$ cat config.mk
export PLATFORM = sky130hd
export DESIGN_NAME = lbr_regs
export DESIGN_NICKNAME = d
export VERILOG_FILES = /design/src/rtl/lbr_pkg.sv /design/src/rtl/lbr_rail_seq.sv /design/src/rtl/lbr_regs.sv
export SDC_FILE = /design/constraint.sdc
export NUM_CORES = 1
export LEC_CHECK = 0
export BUFFER_PORTS_ARGS = -buffer_cell sky130_fd_sc_hd__buf_2
export CAP_MARGIN = 25
export CORE_ASPECT_RATIO = 1.4
export CORE_UTILIZATION = 36
export CTS_BUF_LIST = sky130_fd_sc_hd__clkbuf_16
export CTS_CLUSTER_DIAMETER = 80
export DETAILED_ROUTE_END_ITERATION = 10
export GPL_TIMING_DRIVEN = 0
export PLACE_DENSITY = 0.64
export RECOVER_POWER = 50
export SLEW_MARGIN = 20
export SYNTH_ARGS = -nofsm -noshare
export SYNTH_HDL_FRONTEND = slang
export SYNTH_HIERARCHICAL = 1
export SYNTH_SLANG_ARGS = --single-unit
$ cat constraint.sdc
create_clock -name i_mclk -period 7.6 [get_ports i_mclk]
set_input_delay 0.38 -clock i_mclk [delete_from_list [all_inputs] [get_ports i_mclk]]
set_output_delay 0.38 -clock i_mclk [all_outputs]
set_load 0.02 [all_outputs]
$ cat src/rtl/lbr_pkg.sv
// constants for the lcd bias rail configuration register bank
package lbr_pkg;
	// register offsets
	localparam logic [7:0] OFS_LOGIC_LDO_CTRL = 8'h0b;
	localparam logic [7:0] OFS_LOGIC_LDO_VOLT_BOOST_OUT = 8'h0c;
	localparam logic [7:0] OFS_POSITIVE_RAIL_TARGET = 8'h0d;
	localparam logic [7:0] OFS_NEGATIVE_RAIL_TARGET = 8'h0e;
	localparam logic [7:0] OFS_REFERENCE_RAIL_TARGET = 8'h0f;
	localparam logic [7:0] OFS_POSITIVE_RAIL_SEQUENCE = 8'h10;
	localparam logic [7:0] OFS_NEGATIVE_RAIL_SEQUENCE = 8'h11;
	// field positions
	localparam int LOGIC_EN_BIT = 0;
	localparam int LOGIC_SD_LSB = 1;
	localparam int LOGIC_SU_LSB = 4;
	localparam int LOGIC_VOUT_LSB = 6;
	localparam int BOOST_CODE_LSB = 0;
	localparam int SEQ_SD_LSB = 0;
	localparam int SEQ_SU_LSB = 4;
	// masks of implemented bits, the rest read as zero
	localparam logic [7:0] MASK_CTRL = 8'h7f;
	localparam logic [7:0] MASK_TARGET = 8'h3f;
	// reset values
	localparam logic [7:0] RST_LOGIC_LDO_CTRL = 8'h00;
	localparam logic [7:0] RST_LOGIC_LDO_VOLT_BOOST_OUT = 8'h00;
	localparam logic [7:0] RST_POSITIVE_RAIL_TARGET = 8'h00;
	localparam logic [7:0] RST_NEGATIVE_RAIL_TARGET = 8'h00;
	localparam logic [7:0] RST_REFERENCE_RAIL_TARGET = 8'h00;
	localparam logic [7:0] RST_POSITIVE_RAIL_SEQUENCE = 8'h00;
	localparam logic [7:0] RST_NEGATIVE_RAIL_SEQUENCE = 8'h00;
	// timing
	localparam int CLK_PERIOD_NS = 10;
	localparam int MS_NS = 1000000;
	localparam int CYC_PER_MS = MS_NS / CLK_PERIOD_NS;
	// voltage decode, millivolts
	localparam logic [15:0] BOOST_BASE_MV = 16'h1194;
	localparam logic [15:0] BIAS_BASE_MV = 16'h0fa0;
	localparam logic [15:0] CODE_STEP_MV = 16'h0032;
	localparam logic [5:0] BIAS_CLAMP_CODE = 6'h28;
	localparam logic [15:0] LOGIC_BASE_MV = 16'h0708;
	localparam logic [15:0] LOGIC_STEP_MV = 16'h01f4;

	// logic-supply delay code to milliseconds
	function automatic logic [7:0] lbr_logic_delay_ms(input logic [2:0] code);
		logic [7:0] ms;
		ms = 8'h00;
		unique case (code)
			3'h0: ms = 8'h00;
			3'h1: ms = 8'h02;
			3'h2: ms = 8'h05;
			3'h3: ms = 8'h0a;
			3'h4: ms = 8'h14;
			3'h5: ms = 8'h32;
			3'h6: ms = 8'h64;
			3'h7: ms = 8'hc8;
		endcase
		return ms;
	endfunction : lbr_logic_delay_ms
endpackage : lbr_pkg

$ cat src/rtl/lbr_rail_seq.sv
// start-up and shutdown delay sequencer for one rail
`timescale 1ns/1ns
module lbr_rail_seq #(
	parameter int CYC_PER_MS = 100000
) (
	input wire logic i_mclk, // system clock
	input wire logic i_rst, // synchronous reset, active high
	input wire logic i_request, // rail wanted on
	input wire logic [7:0] i_startup_ms, // start-up delay, ms
	input wire logic [7:0] i_shutdown_ms, // shutdown delay, ms
	output logic o_on, // rail powered
	output logic o_settled // rail on and start-up delay done
);
	localparam int CW = $clog2(CYC_PER_MS);
	localparam logic [CW-1:0] CYC_LAST = CW'(CYC_PER_MS - 1);

	generate
		if (CYC_PER_MS < 2) begin : g_bad
			$error("CYC_PER_MS must be at least 2");
		end
	endgenerate

	typedef enum logic [1:0] {RAIL_OFF, RAIL_RAMP_UP, RAIL_ON, RAIL_RAMP_DOWN} lbr_rail_e;
	lbr_rail_e state;
	logic [CW-1:0] cyc;
	logic [7:0] ms_left;

	// own divider restarted per event so delays are exact whole milliseconds
	wire ms_tick = (cyc == CYC_LAST);
	wire ms_done = ms_tick && (ms_left == 8'h01);

	always_ff @(posedge i_mclk) begin
		if (i_rst) begin
			state <= RAIL_OFF;
			cyc <= '0;
			ms_left <= 8'h00;
		end else begin
			cyc <= ms_tick ? '0 : cyc + CW'(1);
			if (ms_tick) begin
				ms_left <= ms_left - 8'h01;
			end
			unique case (state)
				RAIL_OFF: begin
					cyc <= '0;
					ms_left <= i_startup_ms;
					if (i_request) begin
						state <= (i_startup_ms == 8'h00) ? RAIL_ON : RAIL_RAMP_UP;
					end
				end
				RAIL_RAMP_UP: begin
					if (!i_request) begin
						state <= RAIL_OFF;
					end else if (ms_done) begin
						state <= RAIL_ON;
					end
				end
				RAIL_ON: begin
					cyc <= '0;
					ms_left <= i_shutdown_ms;
					if (!i_request) begin
						state <= (i_shutdown_ms == 8'h00) ? RAIL_OFF : RAIL_RAMP_DOWN;
					end
				end
				RAIL_RAMP_DOWN: begin
					if (i_request) begin
						state <= RAIL_ON;
					end else if (ms_done) begin
						state <= RAIL_OFF;
					end
				end
			endcase
		end
	end

	// rail stays powered while its shutdown delay runs
	assign o_on = (state == RAIL_ON) || (state == RAIL_RAMP_DOWN);
	assign o_settled = (state == RAIL_ON);
endmodule : lbr_rail_seq

$ cat src/rtl/lbr_regs.sv
// lcd bias rail configuration registers, decode and rail sequencing
`timescale 1ns/1ns
module lbr_regs #(
	parameter int CYC_PER_MS = lbr_pkg::CYC_PER_MS
) (
	input wire logic i_mclk, // 100 MHz clock
	input wire logic i_rst, // synchronous reset, active high
	input wire logic [7:0] i_reg_addr, // register address from serial decoder
	input wire logic i_reg_wr, // write strobe, one cycle
	input wire logic [7:0] i_reg_wdata, // write data
	input wire logic i_reg_rd, // read strobe, one cycle
	output logic [7:0] o_reg_rdata, // read data, valid cycle after strobe
	input wire logic i_bias_section_enable_pin, // lcd enable pin, asynchronous
	input wire logic i_boost_started, // boost regulator up, asynchronous
	input wire logic i_positive_enable, // positive rail enable bit
	input wire logic i_negative_enable, // negative rail enable bit
	input wire logic i_reference_enable, // reference rail enable bit
	output logic o_boost_enable, // run the bias boost regulator
	output logic o_logic_supply_on, // logic supply regulator enable
	output logic o_positive_on, // positive bias regulator enable
	output logic o_negative_on, // negative bias pump enable
	output logic o_reference_on, // reference regulator enable
	output logic o_backlight_allow, // backlight may be enabled
	output logic [15:0] o_logic_supply_mv, // logic supply target, mV
	output logic [15:0] o_boost_mv, // bias boost target, mV
	output logic [15:0] o_positive_mv, // positive bias target, mV
	output logic [15:0] o_negative_mv, // negative bias magnitude, mV
	output logic [15:0] o_reference_mv // reference target, mV
);
	logic [7:0] logic_ldo_ctrl;
	logic [7:0] logic_ldo_volt_boost_out;
	logic [7:0] positive_rail_target;
	logic [7:0] negative_rail_target;
	logic [7:0] reference_rail_target;
	logic [7:0] positive_rail_sequence;
	logic [7:0] negative_rail_sequence;

	// address decode
	wire sel_ctrl = (i_reg_addr == lbr_pkg::OFS_LOGIC_LDO_CTRL);
	wire sel_vb = (i_reg_addr == lbr_pkg::OFS_LOGIC_LDO_VOLT_BOOST_OUT);
	wire sel_pt = (i_reg_addr == lbr_pkg::OFS_POSITIVE_RAIL_TARGET);
	wire sel_nt = (i_reg_addr == lbr_pkg::OFS_NEGATIVE_RAIL_TARGET);
	wire sel_rt = (i_reg_addr == lbr_pkg::OFS_REFERENCE_RAIL_TARGET);
	wire sel_ps = (i_reg_addr == lbr_pkg::OFS_POSITIVE_RAIL_SEQUENCE);
	wire sel_ns = (i_reg_addr == lbr_pkg::OFS_NEGATIVE_RAIL_SEQUENCE);

	always_ff @(posedge i_mclk) begin
		if (i_rst) begin
			logic_ldo_ctrl <= lbr_pkg::RST_LOGIC_LDO_CTRL;
			logic_ldo_volt_boost_out <= lbr_pkg::RST_LOGIC_LDO_VOLT_BOOST_OUT;
			positive_rail_target <= lbr_pkg::RST_POSITIVE_RAIL_TARGET;
			negative_rail_target <= lbr_pkg::RST_NEGATIVE_RAIL_TARGET;
			reference_rail_target <= lbr_pkg::RST_REFERENCE_RAIL_TARGET;
			positive_rail_sequence <= lbr_pkg::RST_POSITIVE_RAIL_SEQUENCE;
			negative_rail_sequence <= lbr_pkg::RST_NEGATIVE_RAIL_SEQUENCE;
		end else if (i_reg_wr) begin
			if (sel_ctrl) logic_ldo_ctrl <= i_reg_wdata & lbr_pkg::MASK_CTRL;
			if (sel_vb) logic_ldo_volt_boost_out <= i_reg_wdata;
			if (sel_pt) positive_rail_target <= i_reg_wdata & lbr_pkg::MASK_TARGET;
			if (sel_nt) negative_rail_target <= i_reg_wdata & lbr_pkg::MASK_TARGET;
			if (sel_rt) reference_rail_target <= i_reg_wdata & lbr_pkg::MASK_TARGET;
			if (sel_ps) positive_rail_sequence <= i_reg_wdata;
			if (sel_ns) negative_rail_sequence <= i_reg_wdata;
		end
	end

	// unmapped addresses read as zero
	wire [7:0] rd_mux = ({8{sel_ctrl}} & logic_ldo_ctrl)
		| ({8{sel_vb}} & logic_ldo_volt_boost_out)
		| ({8{sel_pt}} & positive_rail_target)
		| ({8{sel_nt}} & negative_rail_target)
		| ({8{sel_rt}} & reference_rail_target)
		| ({8{sel_ps}} & positive_rail_sequence)
		| ({8{sel_ns}} & negative_rail_sequence);

	always_ff @(posedge i_mclk) begin
		if (i_rst) begin
			o_reg_rdata <= 8'h00;
		end else if (i_reg_rd) begin
			o_reg_rdata <= rd_mux;
		end
	end

	// pin synchronisers: three stages, change accepted when stages two and three agree
	logic [1:0] sync_meta;
	logic [1:0] sync_mid;
	logic [1:0] sync_last;
	logic [1:0] sync_filt;
	always_ff @(posedge i_mclk) begin
		if (i_rst) begin
			sync_meta <= 2'h0;
			sync_mid <= 2'h0;
			sync_last <= 2'h0;
			sync_filt <= 2'h0;
		end else begin
			sync_meta <= {i_boost_started, i_bias_section_enable_pin};
			sync_mid <= sync_meta;
			sync_last <= sync_mid;
			sync_filt <= (sync_mid & sync_last) | (sync_filt & (sync_mid | sync_last));
		end
	end

	wire pin_enable = sync_filt[0];
	// a stale started report is ignored once the pin is low
	wire boost_up = sync_filt[0] & sync_filt[1];

	// field extraction
	wire logic_en = logic_ldo_ctrl[lbr_pkg::LOGIC_EN_BIT];
	wire [2:0] logic_sd_code = logic_ldo_ctrl[lbr_pkg::LOGIC_SD_LSB +: 3];
	wire [2:0] logic_su_code = logic_ldo_ctrl[lbr_pkg::LOGIC_SU_LSB +: 3];
	wire [1:0] logic_vout_code = logic_ldo_volt_boost_out[lbr_pkg::LOGIC_VOUT_LSB +: 2];
	wire [5:0] boost_code = logic_ldo_volt_boost_out[lbr_pkg::BOOST_CODE_LSB +: 6];
	wire [7:0] pos_su_ms = {4'h0, positive_rail_sequence[lbr_pkg::SEQ_SU_LSB +: 4]};
	wire [7:0] pos_sd_ms = {4'h0, positive_rail_sequence[lbr_pkg::SEQ_SD_LSB +: 4]};
	wire [7:0] neg_su_ms = {4'h0, negative_rail_sequence[lbr_pkg::SEQ_SU_LSB +: 4]};
	wire [7:0] neg_sd_ms = {4'h0, negative_rail_sequence[lbr_pkg::SEQ_SD_LSB +: 4]};
	wire [7:0] logic_su_ms = lbr_pkg::lbr_logic_delay_ms(logic_su_code);
	wire [7:0] logic_sd_ms = lbr_pkg::lbr_logic_delay_ms(logic_sd_code);

	// rail requests: bias outputs wait for the boost
	wire pos_req = i_positive_enable & boost_up;
	wire neg_req = i_negative_enable & boost_up;
	wire ref_req = i_reference_enable & boost_up;

	logic logic_on;
	logic logic_settled;
	logic pos_on;
	logic pos_settled;
	logic neg_on;
	logic neg_settled;

	lbr_rail_seq #(.CYC_PER_MS(CYC_PER_MS)) u_logic_seq (
		.i_mclk(i_mclk),
		.i_rst(i_rst),
		.i_request(logic_en),
		.i_startup_ms(logic_su_ms),
		.i_shutdown_ms(logic_sd_ms),
		.o_on(logic_on),
		.o_settled(logic_settled)
	);

	lbr_rail_seq #(.CYC_PER_MS(CYC_PER_MS)) u_pos_seq (
		.i_mclk(i_mclk),
		.i_rst(i_rst),
		.i_request(pos_req),
		.i_startup_ms(pos_su_ms),
		.i_shutdown_ms(pos_sd_ms),
		.o_on(pos_on),
		.o_settled(pos_settled)
	);

	lbr_rail_seq #(.CYC_PER_MS(CYC_PER_MS)) u_neg_seq (
		.i_mclk(i_mclk),
		.i_rst(i_rst),
		.i_request(neg_req),
		.i_startup_ms(neg_su_ms),
		.i_shutdown_ms(neg_sd_ms),
		.o_on(neg_on),
		.o_settled(neg_settled)
	);

	// every enabled output settled before the backlight may start
	wire next_backlight_allow = (~logic_en | logic_settled)
		& (~i_positive_enable | pos_settled)
		& (~i_negative_enable | neg_settled)
		& (~i_reference_enable | ref_req);

	// voltage decode
	wire [5:0] pos_clamped = (positive_rail_target[5:0] > lbr_pkg::BIAS_CLAMP_CODE)
		? lbr_pkg::BIAS_CLAMP_CODE : positive_rail_target[5:0];
	wire [5:0] neg_clamped = (negative_rail_target[5:0] > lbr_pkg::BIAS_CLAMP_CODE)
		? lbr_pkg::BIAS_CLAMP_CODE : negative_rail_target[5:0];
	wire [5:0] ref_clamped = (reference_rail_target[5:0] > lbr_pkg::BIAS_CLAMP_CODE)
		? lbr_pkg::BIAS_CLAMP_CODE : reference_rail_target[5:0];
	wire [15:0] next_boost_mv = lbr_pkg::BOOST_BASE_MV
		+ 16'(boost_code * lbr_pkg::CODE_STEP_MV);
	wire [15:0] next_positive_mv = lbr_pkg::BIAS_BASE_MV
		+ 16'(pos_clamped * lbr_pkg::CODE_STEP_MV);
	wire [15:0] next_negative_mv = lbr_pkg::BIAS_BASE_MV
		+ 16'(neg_clamped * lbr_pkg::CODE_STEP_MV);
	wire [15:0] next_reference_mv = lbr_pkg::BIAS_BASE_MV
		+ 16'(ref_clamped * lbr_pkg::CODE_STEP_MV);
	wire [15:0] next_logic_supply_mv = lbr_pkg::LOGIC_BASE_MV
		+ 16'(logic_vout_code * lbr_pkg::LOGIC_STEP_MV);

	always_ff @(posedge i_mclk) begin
		if (i_rst) begin
			o_boost_enable <= 1'b0;
			o_logic_supply_on <= 1'b0;
			o_positive_on <= 1'b0;
			o_negative_on <= 1'b0;
			o_reference_on <= 1'b0;
			o_backlight_allow <= 1'b0;
			o_logic_supply_mv <= lbr_pkg::LOGIC_BASE_MV;
			o_boost_mv <= lbr_pkg::BOOST_BASE_MV;
			o_positive_mv <= lbr_pkg::BIAS_BASE_MV;
			o_negative_mv <= lbr_pkg::BIAS_BASE_MV;
			o_reference_mv <= lbr_pkg::BIAS_BASE_MV;
		end else begin
			o_boost_enable <= pin_enable;
			o_logic_supply_on <= logic_on;
			o_positive_on <= pos_on;
			o_negative_on <= neg_on;
			o_reference_on <= ref_req;
			o_backlight_allow <= next_backlight_allow;
			o_logic_supply_mv <= next_logic_supply_mv;
			o_boost_mv <= next_boost_mv;
			o_positive_mv <= next_positive_mv;
			o_negative_mv <= next_negative_mv;
			o_reference_mv <= next_reference_mv;
		end
	end
endmodule : lbr_regs

[Yosys cells after proc, flatten, opt, wreduce, memory -nomap -nowiden]
Memories as Yosys holds them, arrays and structs flattened. A register that Yosys moved wholly into a read port is not among the register bits.
Cells that the tools add are included.
Operators by class
  $add $sub $neg: 11
  mux-type cells: 40
  bitwise gates (word level): 32
  equality and inequality tests: 34
  multipliers: 5
  $lt $le $gt $ge: 3
  reduce and logical (&&, ||, !) cells: 31
Operator list (number)
  $add A17 B1 Y17 const B: 3
  $eq A17 B17 Y1 const B: 3
  $logic_not A8 Y1: 6
  $mux W2: 24
  $or A8 B8 Y8: 6
  $pmux W8 S2: 3
  $mul A6 B5 Y11 const B: 4
  $eq A8 B4 Y1 const B: 5
  $add A12 B12 Y13 const A: 3
  $and A8 B6 Y8: 3
  $and A8 B8 Y8: 3
  $eq A8 B1 Y1 const B: 3
  $mux W8: 3
  $pmux W2 S4: 3
  $sub A8 B1 Y8 const B: 3
  $gt A6 B6 Y1 const B: 3
  $mux W6: 3
  $eq A8 B5 Y1 const B: 2
  $add A13 B12 Y14 const A: 1
  $reduce_and A2 Y1: 7
  $add A11 B11 Y12 const A: 1
  $eq A2 B2 Y1 const B: 6
  $mux W3: 4
  $reduce_and A4 Y1: 3
  18 further kinds: 51
Word-level totals
  output and inout port bits: 94
  logic and storage cells: 190
  bits of input ports: 25
  bits in registers: 232
  memories kept: 2
  ROM bits: 128
Memory list
  (name not given): words 8, bits a word 8, rd ports 1, clocked after memory_dff 1, wr ports 0, RTL line lbr_pkg.sv:46  | unique case (code)
  (name not given): words 8, bits a word 8, rd ports 1, clocked after memory_dff 1, wr ports 0, RTL line lbr_pkg.sv:46

[Longest topological paths before layout]
Gate-level depths: netlist of the first run.
  depth in word-level cells: 8
  gate-level depth with buffers: 14
  mapped depth without buffers: 13

[Modules after synthesis]
Netlist of the first run, hierarchy kept.
Modules (own cells, without submodules)
  lbr_regs: seq. area each 2862.7 um2, cells each 792, times used 1, area an instance 7577.3 um2
  lbr_rail_seq: seq. area each 540.5 um2, cells each 181, times used 3, area an instance 1605.3 um2

[Worst setup path after synthesis of the first run]
No wires, ideal clock.
  kind: register -> register
  start: register negative_rail_target[1]
  end: register o_negative_mv[11]
  cell stages (with the launch flop): 15
  setup slack: 3.995 ns
  arrival time: 3.488 ns
  library setup time: 0.117 ns
  path buffers: 1
  cells stage by stage: dfxtp_1 -> clkbuf_1 -> o31a_1 -> o21ai_1 -> nand2b_1 -> ha_1 -> ha_1 -> ha_1 -> ha_1 -> nor2b_1 -> o31a_1 -> or4_1 -> nand3_1 -> xor2_1 -> nand2b_1
On the way
  longest elaborated chain between the ends: 4
RTL lines
  start, declared: RTL line lbr_regs.sv:33  | logic [7:0] negative_rail_target;
  start signal, assigned: RTL line lbr_regs.sv:52  | negative_rail_target <= lbr_pkg::RST_NEGATIVE_RAIL_TARGET;
  start signal, assigned: RTL line lbr_regs.sv:60  | if (sel_nt) negative_rail_target <= i_reg_wdata & lbr_pkg::MASK_TARGET;
  $gt A6 B6 Y1: RTL line lbr_regs.sv:171  | wire [5:0] neg_clamped = (negative_rail_target[5:0] > lbr_pkg::BIAS_CLAMP_CODE)
  $mux W6 (*): RTL line lbr_regs.sv:172  | ? lbr_pkg::BIAS_CLAMP_CODE : negative_rail_target[5:0];
  $mul A6 B5 Y11 (*): RTL line lbr_regs.sv:180  | + 16'(neg_clamped * lbr_pkg::CODE_STEP_MV);
  $add A12 B12 Y13 (*): RTL line lbr_regs.sv:180
  end signal, assigned: RTL line lbr_regs.sv:197  | o_negative_mv <= lbr_pkg::BIAS_BASE_MV;
  end signal, assigned: RTL line lbr_regs.sv:209  | o_negative_mv <= next_negative_mv;
  end, declared: RTL line lbr_regs.sv:27  | output logic [15:0] o_negative_mv,
Mark *: on every way between the ends. The rest lies on a longest branch, timed or not.
A chain may end at the register's enable or synchronous reset.

[Worst setup path after layout of the first run]
Same ends and word-level chain as after synthesis.

==> impl_results.md, run 1 <==
* Pins Over Slew Limit at 0
* Share of cells above drive strength 1 at 0.107
* Final hold viol count at 0
* RSZ-0062 raised after global routing: false
* Top FF cell, synth: dfxtp_1
* FF+latch count, synth at 224
* Most frequent CP cell: ha_1
* EDFF count, synth at 0
* Crit Path Category: reg -> reg
* Number of global-route vias before repair at 10000
* Async set or reset register ratio after synthesis at 0
* Core Region at 34000 um^2
* Setup crit start kind: register
* Clock tree from TritonCTS: done
* Number of remaining DRC errors at 0
* Post-Route WL at 31.0 mm
* CP max stage cell: o21ai_0
* First-pass detailed-route iteration total at 5
* IR drop worst, VDD at 0.000133 V
* Commonest non-fill, non-tap cell in the layout: dfxtp_1
* Die Area at 35200 um^2
* Total Routing Usage GR at 0.174
* Hold_ws at 0.0644 ns
* Clk_skew at 0.0143 ns
* Critical path required time at 8.02 ns
* Power Total at 2490 uW
* DP Cell Count at 1933
* Clk buf depth at 3
* Synth top area cells: dfxtp_1, ha_1, nor2_1
* Tcrit/Tclk final at 0.547
* H-tree depth at 1
* First-pass GRT wire length at 50.1 mm
* Mapped Area at 12400 um^2
* CP delay by family, top: adder cells
* Worst-path maximum fanout at 8
* GP Congestion at 0.852
* CTS resizes at 0
* Post-synthesis sequential area ratio at 0.362
* Tmin final at 4.16 ns
* Largest net degree at the start of global routing at 16
* ANT cells at 0
* Die width at 159 um
* Crit. path cell count at 14
* Clock transition at path regs at 0.06 ns
* Average size of a mapped cell at 9.28 um^2
* Area Growth Syn to Fin at 15.2%
* Peak per-stage delay on the critical path at 0.44 ns
* CTS Hold Bufs at 0
* Setup TNS at 0 ns
* Slew Limit Headroom at 0.392
* Clock Tree Root: clkbuf_16
* Max cap viols at 0
* Starting DRT DRC Count at 487
* Arr. time, crit path at 4.58 ns
* Hold Path Stages at 2
* Worst Max-Slew Pin Slew at 0.904 ns
* LEAKAGE at 0.00612 uW
* Die boundary height at 222 um
* Endpoints failing setup at 0
* Top cell type by total area after synthesis: dfxtp_1
* Reg2Reg Depth at 14
* Initial antenna violation count at 2
* Synth top area share at 0.362
* Fmax at 0.240 GHz
* Via count at 10200
* Fillers at 3461
* Io pins at 119
* Global route total overflow at 0
* Mapped Cells at 1335
* Synth cell types at 85
* Starting Density at 0.364
* Setup Buffers After CTS at 0
* HPWL after detailed placement at 23.4 mm
* Crit. End Element: register
* Worst-Skew Late Latency at 0.53 ns
* Total CTS buffers at 24
* Nets at 1641
* Crit-path cells: clkbuf_1 -> o31a_1 -> o21ai_0 -> nand2b_1 -> ha_1 -> ha_1 -> ha_1 -> ha_1 -> a21o_1 -> a221oi_1 -> nand3_1 -> nor4_1 -> xor2_1 -> nand2b_1
* Rows at 80
* IO Port Bufs at 95
* CTS Sinks at 224
* Fin cells at 1977
* Routed length per instance at 15.7 um
* ANT nets after route at 0
* Most frequent cells in the layout: dfxtp_1, nor2_1, clkbuf_1, ha_1, nand2_1
* Hold Crit Class: in -> reg
* Synth warnings at 6
* Bufs and invs on worst path at 1
* Power density cells at 175 nW/um^2
* Via density at 5.15
* Status: finished, final reports clean
## registers in the layout (all words and copies together), names as in the netlist, 6 cells and up
register,cells
u_logic_seq/cyc,17
logic_ldo_volt_boost_out,8
reference_rail_target,6
u_pos_seq/ms_left,8
positive_rail_target,6
u_neg_seq/ms_left,8
o_reg_rdata,8
logic_ldo_ctrl,7
o_negative_mv,12
logic_su_ms,8
o_positive_mv,12
o_logic_supply_mv,7
positive_rail_sequence,8
u_neg_seq/cyc,17
negative_rail_target,6
u_pos_seq/cyc,17
logic_sd_ms,8
o_reference_mv,12
negative_rail_sequence,8
u_logic_seq/ms_left,8
o_boost_mv,13
## power breakdown
group,internal [uW],leakage (uW),switching [uW]
Clock,706,0.000390,503
Sequential,1180,0.00181,5.68
Combinational,30.8,0.00392,65.0
Total,1920,0.00612,574
## logic make-up after synthesis
kind of cell | synth area share
and+or+nand+nor | 0.252
xor gates and xnor gates | 0.0527
AOI/OAI and AO/OA | 0.130
buffers and inverters | 0.0526
DFF | 0.362
adders and majority gates | 0.111
muxes | 0.0391
other | 0.000303
## area by class of cell
class | count | area, um^2 | area share
Multi-Input combinational cell | 1034 | 7370 | 0.516
Sequential cell | 224 | 4480 | 0.314
Clock buffer | 25 | 626 | 0.0438
Tap cell | 451 | 564 | 0.0395
Buffer | 80 | 468 | 0.0328
Timing Repair Buffer | 95 | 383 | 0.0268
Clock inverter | 19 | 193 | 0.0135
Inverter | 49 | 184 | 0.0129
## worst register-to-register path, cell delays in order (launching register included)
cell and delay (ns):
dfxtp_1 0.30, clkbuf_1 0.19, o31a_1 0.32, o21ai_0 0.44, nand2b_1 0.22, ha_1 0.34
ha_1 0.29, ha_1 0.29, ha_1 0.37, a21o_1 0.22, a221oi_1 0.28, nand3_1 0.16
nor4_1 0.34, xor2_1 0.20, nand2b_1 0.07
## Yosys cell counts (9+ instances only)
| master | number |
|---|---|
| xnor2_1 | 43 |
| nor4_1 | 33 |
| a21oi_1 | 62 |
| a211oi_1 | 36 |
| and4_1 | 9 |
| a22oi_1 | 13 |
| clkbuf_1 | 33 |
| nand3_1 | 30 |
| buf_4 | 27 |
| and2_1 | 22 |
| o31ai_1 | 10 |
| dfxtp_1 | 224 |
| inv_1 | 47 |
| a21o_1 | 17 |
| or4_1 | 10 |
| nor3_1 | 14 |
| o21ai_0 | 24 |
| nand2b_1 | 26 |
| nand2_1 | 80 |
| nand4_1 | 12 |
| mux2i_1 | 31 |
| nor2_1 | 116 |
| or3_1 | 15 |
| ha_1 | 104 |
| xor2_1 | 29 |
| a311oi_1 | 18 |
| nor2b_1 | 68 |
| and3_1 | 12 |
## metrics by stage
stage	util	setup slack (ns)	area [um^2]
final	0.419	3.44	14300
after global routing	0.419	3.04	14300
after CTS	0.424	3.61	14400
after detailed placement	0.400	3.63	13600
after global placement	0.400	3.67	13600
after floorplan	-	4.00	12600
## metal layers
metal	part of all wire	track usage
met5	0.00064	0
met4	0.037	0.0777
met3	0.040	0.0238
met2	0.51	0.320
met1	0.41	0.197
## final timing paths
kind,from,endpoint,slack (ns)
worst max-delay path,negative_rail_target[1],o_negative_mv[11],3.44
worst min-delay path,i_bias_section_enable_pin,sync_meta[0],0.06
worst max register to register,negative_rail_target[1],o_negative_mv[11],3.44
worst min register to register,sync_meta[1],sync_mid[1],0.44
Power figures use the tool's default switching activity.
==> run 2: changes to the inputs <==
==> constraint.sdc (replaced) <==
create_clock -name i_mclk -period 4.36 [get_ports i_mclk]
set_input_delay 0.218 -clock i_mclk [delete_from_list [all_inputs] [get_ports i_mclk]]
set_output_delay 0.218 -clock i_mclk [all_outputs]
set_load 0.02 [all_outputs]
==> run 2 against run 1 <==
- non-clock buffer count rose by 5
- largest power group unchanged
- worst hold slack got worse by 0.024 ns
- largest cell class unchanged
- critical endpoint unchanged
- global-route usage barely moved
- clock power rose by 74%
==> impl_results.md, run 2 (synthesis gave the netlist of run 1 again) <==
* Status: finished, final reports clean
* Net switching power at 1000 uW
* Starting Density at 0.364
* Hold Crit Start: i_reg_rd
* Sw Ratio at 0.230
* Via count at 10200
* Die Area at 35200 um^2
* Biggest regs: u_logic_seq/cyc (17), u_neg_seq/cyc (17), u_pos_seq/cyc (17)
* Sequential share of power at 0.476
* Fin util at 0.421
* RSZ-0062 raised after global routing: false
* Routed length per instance at 15.6 um
* Most frequent cells in the layout: dfxtp_1, nor2_1, clkbuf_1, ha_1, nand2_1
* Number of global-route vias before repair at 10100
* Fillers at 3457
* Clock power share at 0.485
* Worst Max-Slew Pin Slew at 0.844 ns
* Total Routing Usage GR at 0.174
* Worst r2r src: negative_rail_target[1]
* Logic pwr share at 0.039
* Worst R2R End: o_negative_mv[11]
* ANT cells at 0
* Fin cells at 1982
* Internal Power at 3340 uW
* CTS Hold Bufs at 5
* HPWL after detailed placement at 23.4 mm
* Tmin final at 3.99 ns
* First-pass GRT wire length at 50.2 mm
* Tcrit/Tclk final at 0.916
* Reg2Reg Depth at 14
* Die boundary height at 222 um
* Setup crit start kind: register
* LEAKAGE at 0.00612 uW
* Io pins at 119
* Max cap viols at 0
* Crit. End Element: register
* WHS Endpoint: o_reg_rdata[1]
* Clock transition at path regs at 0.07 ns
* Core Region at 34000 um^2
* Slew Limit Headroom at 0.432
* Total CTS buffers at 24
* Arr. time, crit path at 4.41 ns
* Largest net degree at the start of global routing at 16
* Clock Tree Root: clkbuf_16
* H-tree depth at 1
* Worst-path maximum fanout at 8
* Global route total overflow at 0
* Commonest non-fill, non-tap cell in the layout: dfxtp_1
* Setup Buffers After CTS at 0
* GP Congestion at 0.852
* Clk_skew at 0.0144 ns
* R2r setup slk at 0.37 ns
* Worst-Skew Late Latency at 0.53 ns
* Share of cells above drive strength 1 at 0.105
* Nets at 1646
* Rows at 80
* Crit Path Category: reg -> reg
* Final hold viol count at 0
* Number of remaining DRC errors at 0
* Fmax at 0.250 GHz
* Power density cells at 304 nW/um^2
* Clock tree from TritonCTS: done
* Initial antenna violation count at 1
* Via density at 5.13
* Clk buf depth at 3
* Endpoints failing setup at 0
* Hold Crit Class: in -> reg
* Area Growth Syn to Fin at 15.5%
* CTS resizes at 0
* CTS Sinks at 224
* Pins Over Slew Limit at 0
* Die width at 159 um
* Critical path required time at 4.78 ns
* Setup TNS at 0 ns
* Power Total at 4350 uW
* Starting DRT DRC Count at 478
* DP Cell Count at 1933
* ANT nets after route at 0
* Hold Path Stages at 3
* IO Port Bufs at 95
* First-pass detailed-route iteration total at 5
* Post-Route WL at 31.0 mm
* IR drop worst, VDD at 0.000232 V
==> run 2: changes by cell type in the layout (fill, tap and decap cells not counted), moves of 2 or more <==
cell           before  now
dlygate4sd3_1       3    8
and2_0              3    6
and2_1             19   16
clkbuf_1          107  110
buf_2              29   27
nor4_1             37   35
nor4_2              0    2
==> run 2: area by class of cell <==
| type | count | area (um^2) | area share |
|---|---|---|---|
| multi-input combinational | 1034 | 7370 | 0.515 |
| clock buffer | 25 | 626 | 0.0437 |
| buffer | 80 | 464 | 0.0324 |
| tap | 451 | 564 | 0.0394 |
| timing repair buffer | 100 | 430 | 0.0301 |
| clock inverter | 19 | 193 | 0.0135 |
| inverter | 49 | 184 | 0.0128 |
| sequential | 224 | 4480 | 0.313 |
==> run 2: per-stage QoR <==
step                      cell area [um^2]  hold slack [ns]  setup slack [ns]
after floorplan                      12600            0.333             0.755
after global placement               13600            0.428             0.431
after detailed placement             13600            0.433             0.388
after CTS                            14500           0.0102             0.370
after global routing                 14300           0.0529            0.0230
final                                14300           0.0399             0.366
==> run 2: routing by layer <==
layer  track usage  up-vias  part of all wire
met2         0.322      236              0.51
li1              -     5085                 -
met4        0.0777        2             0.036
met5             0        -           0.00032
met3        0.0234       62             0.041
met1         0.196     4792              0.41
==> run 2: worst max path at each step <==
stage	from	to	slack, ns	cells after the start
CTS	negative_rail_target[1]	o_negative_mv[11]	0.37	14
finish	negative_rail_target[1]	o_negative_mv[11]	0.37	14
global placement	negative_rail_target[1]	o_negative_mv[11]	0.43	14
floorplan	negative_rail_target[1]	o_negative_mv[11]	0.76	14
detailed placement	negative_rail_target[1]	o_negative_mv[11]	0.39	14
global route	negative_rail_target[1]	o_negative_mv[11]	0.02	14
==> run 2: critical path, stage by stage, from the launching register on <==
cell and delay, ns:
dfxtp_1 0.30, clkbuf_1 0.20, o31a_1 0.33, o21ai_1 0.31, nand2b_1 0.19, ha_1 0.33, ha_1 0.29, ha_1 0.29
ha_1 0.37, a21o_1 0.22, a221oi_1 0.28, nand3_1 0.16, nor4_1 0.34, xor2_1 0.20, nand2b_1 0.07
==> run 2: power groups by stage <==
stage	logic (uW)	registers, uW	clock network (uW)
finish	171	2070	2110
global route	184	2070	2250
CTS	172	2070	2170
detailed placement	168	2110	0
global placement	167	2110	0
floorplan	103	2120	0
==> run 3: changes to the inputs <==
--- a/config.mk
+++ b/config.mk
@@ -5,6 +5,7 @@
 export SDC_FILE = /design/constraint.sdc
 export NUM_CORES = 1
 export LEC_CHECK = 0
+export ABC_AREA = 1
 export BUFFER_PORTS_ARGS = -buffer_cell sky130_fd_sc_hd__buf_2
 export CAP_MARGIN = 25
 export CORE_ASPECT_RATIO = 1.4
==> run 3 against run 2 <==
- critical endpoint is now o_reference_mv[11]
- critical path type unchanged
- core utilization decreased by 0.21 points
- cell area increased by 1.9%
- via count increased by 13%
- die area increased by 2.4%
- count of clock-buffer cells in the layout decreased by 2
- wire length increased by 4.3%
- first-iteration DRC count increased by 9.2%
- sequential power increased by 6%
- global-route usage increased by 0.35 points
==> impl_results.md, run 3 <==
* Status: finished, final reports clean
* Mapped Cells at 1790
* Io pins at 119
* Arr. time, crit path at 3.96 ns
* Fillers at 3675
* Clock Tree Root: clkbuf_16
* Worst Max-Slew Pin Slew at 0.885 ns
* Mapped Area at 12700 um^2
* Via density at 4.72
* Number of remaining DRC errors at 0
* Hold Path Stages at 3
* Critical path required time at 4.73 ns
* Endpoints failing setup at 0
* Die Area at 36000 um^2
* Fin cells at 2440
* FF+latch count, synth at 224
* EDFF count, synth at 0
* First-pass GRT wire length at 52.1 mm
* Crit-path cells: inv_1 -> a31oi_1 -> o21ai_0 -> inv_1 -> nor2_1 -> ha_1 -> ha_1 -> ha_1 -> fa_1 -> ha_1 -> nor2_1 -> nand2_1 -> nor2_1 -> nand2_1 -> nand2_1 -> nand3_1
* LEAKAGE at 0.00692 uW
* IO Port Bufs at 97
* Synth cell types at 44
* Top FF cell, synth: dfxtp_1
* Hold Crit Class: in -> reg
* Clock tree from TritonCTS: done
* Slew Limit Headroom at 0.410
* Hold Crit Start: i_reg_wr
* Reg2Reg Depth at 16
* Tcrit/Tclk final at 0.822
* Total Routing Usage GR at 0.177
* Core Region at 34900 um^2
* First-pass detailed-route iteration total at 5
* ANT cells at 0
* Starting DRT DRC Count at 522
* Clk_skew at 0.00693 ns
* Async set or reset register ratio after synthesis at 0
* Reg area at 4480 um^2
* HPWL after detailed placement at 25.4 mm
* Average size of a mapped cell at 7.09 um^2
* Crit. End Element: register
* Synth top area cells: dfxtp_1, nand2_1, ha_1
* Setup crit start kind: register
* Top cell type by total area after synthesis: dfxtp_1
* Post-synthesis sequential area ratio at 0.353
* CTS Sinks at 224
* Final hold viol count at 0
* Power density cells at 343 nW/um^2
* Most frequent CP cell: ha_1
* Commonest non-fill, non-tap cell in the layout: nand2_1
* Global route total overflow at 0
* Max cap viols at 0
* Most frequent cells in the layout: nand2_1, nor2_1, inv_1, dfxtp_1, nand3_1
* Number of global-route vias before repair at 11000
* CTS resizes at 0
* Synth warnings at 6
* Area Growth Syn to Fin at 15.0%
* RSZ-0062 raised after global routing: false
* Footprint of the multi-input gates at 7000 um^2
* Fmax at 0.279 GHz
* Routed length per instance at 13.2 um
* Pins Over Slew Limit at 0
* Die width at 161 um
* Post-Route WL at 32.3 mm
* Post-synth top cells: nand2_1, nor2_1, inv_1
* Largest net degree at the start of global routing at 16
* Worst-path maximum fanout at 5
* Tmin final at 3.58 ns
* Count leader, synth: nand2_1
* Share of cells above drive strength 1 at 0.0958
* Worst Setup SP: reference_rail_target[1]
* DP Cell Count at 2395
* Worst-Skew Late Latency at 0.52 ns
* H-tree depth at 1
* Clk buf depth at 3
* CP max stage cell: fa_1
* ANT nets after route at 0
* R2r setup slk at 0.78 ns
* GP Congestion at 0.929
* Nets at 2101
* Clock transition at path regs at 0.07 ns
* Peak per-stage delay on the critical path at 0.52 ns
* Biggest regs: u_logic_seq/cyc (17), u_neg_seq/cyc (17), u_pos_seq/cyc (17)
* Crit Path Category: reg -> reg
* Worst R2R End: o_reference_mv[11]
* Worst r2r src: reference_rail_target[1]
* IR drop worst, VDD at 0.000255 V
* Via count at 11500
* Synth top area share at 0.353
* WHS Endpoint: reference_rail_target[5]
* Die boundary height at 224 um
* Initial antenna violation count at 0
* Total CTS buffers at 23
* Starting Density at 0.364
* Setup TNS at 0 ns
* Rows at 81
==> run 3: cell count changes in the layout (fill, tap and decap cells not counted), moves of 26 or more <==
| cell | previous run | this run |
|---|---|---|
| nand2b_1 | 26 | 0 |
| mux2i_1 | 32 | 0 |
| nand3_1 | 30 | 123 |
| o21ai_0 | 24 | 88 |
| a211oi_1 | 36 | 9 |
| nor2b_1 | 68 | 0 |
| nand2_1 | 80 | 349 |
| xnor2_1 | 43 | 12 |
| nor4_1 | 35 | 3 |
| inv_1 | 48 | 236 |
| a21oi_1 | 62 | 97 |
| nor2_1 | 116 | 273 |
==> run 3: how the worst max path moves through the flow <==
stage / end / slack [ns] / cells after the start
global route: o_negative_mv[11] / 0.35 / 17
global placement: o_negative_mv[11] / 0.88 / 17
finish: o_reference_mv[11] / 0.78 / 16
detailed placement: o_reference_mv[11] / 0.81 / 16
floorplan: o_reference_mv[11] / 1.22 / 16
CTS: o_reference_mv[11] / 0.79 / 16
==> run 3: what timing repair did <==
item                                    in CTS  in global routing
buffers inserted                             0                  0
endpoints found under the setup margin       0                  0
hold buffers                                 4                  0
endpoints found under the hold margin        5                  0
==> run 3: final cells by class <==
cell class                 instances  share of cell area
buffer                            64              0.0292
clock buffer                      23              0.0394
clock inverter                    18             0.00952
inverter                         256              0.0658
multi-input combinational       1298               0.480
sequential                       224               0.307
tap                              456              0.0391
timing repair buffer             101              0.0297
==> run 3: per-layer routing <==
layer	part of all wire	vias to the layer above	track usage	wire (um)
met1	0.39	5222	0.178	12500
met3	0.041	77	0.0287	1320
met2	0.52	218	0.345	16900
met5	0	-	0	0
met4	0.049	0	0.0931	1570
li1	-	6011	-	-
==> run 3: kinds of logic after synthesis <==
family                     share of synthesized area
AOI/OAI and AO/OA                              0.101
xor gates and xnor gates                      0.0262
adders and majority gates                      0.109
buffers and inverters                          0.109
DFF                                            0.353
other                                       0.000295
and+or+nand+nor                                0.300
==> run 3: worst max-delay path, delay by kind of cell, from the launching register on <==
kind / cells / cell delay [ns]
AND/OR/NAND/NOR: 7 / 0.80
buffers and inverters: 2 / 0.21
flip-flops: 1 / 0.35
adder cells (fa/ha/maj): 5 / 1.63
AO/OA/AOI/OAI: 2 / 0.46
==> run 3: report_power, final <==
group	switching (uW)	internal [uW]
logic	580	313
clock network	868	1040
registers	71.4	2130
total	1520	3480
==> run 3: per-stage QoR <==
stage	instance area, um^2	util	total power (uW)	worst slack [ns]	hold WS, ns
2_1_floorplan	12900	-	2920	1.22	0.287
3_3_place_gp	13900	0.400	3120	0.882	0.393
3_5_place_dp	13900	0.400	3140	0.811	0.401
4_1_cts	14700	0.422	5070	0.786	0.00137
5_1_grt	14600	0.419	5270	0.354	0.00834
6_report	14600	0.419	5000	0.775	0.0163
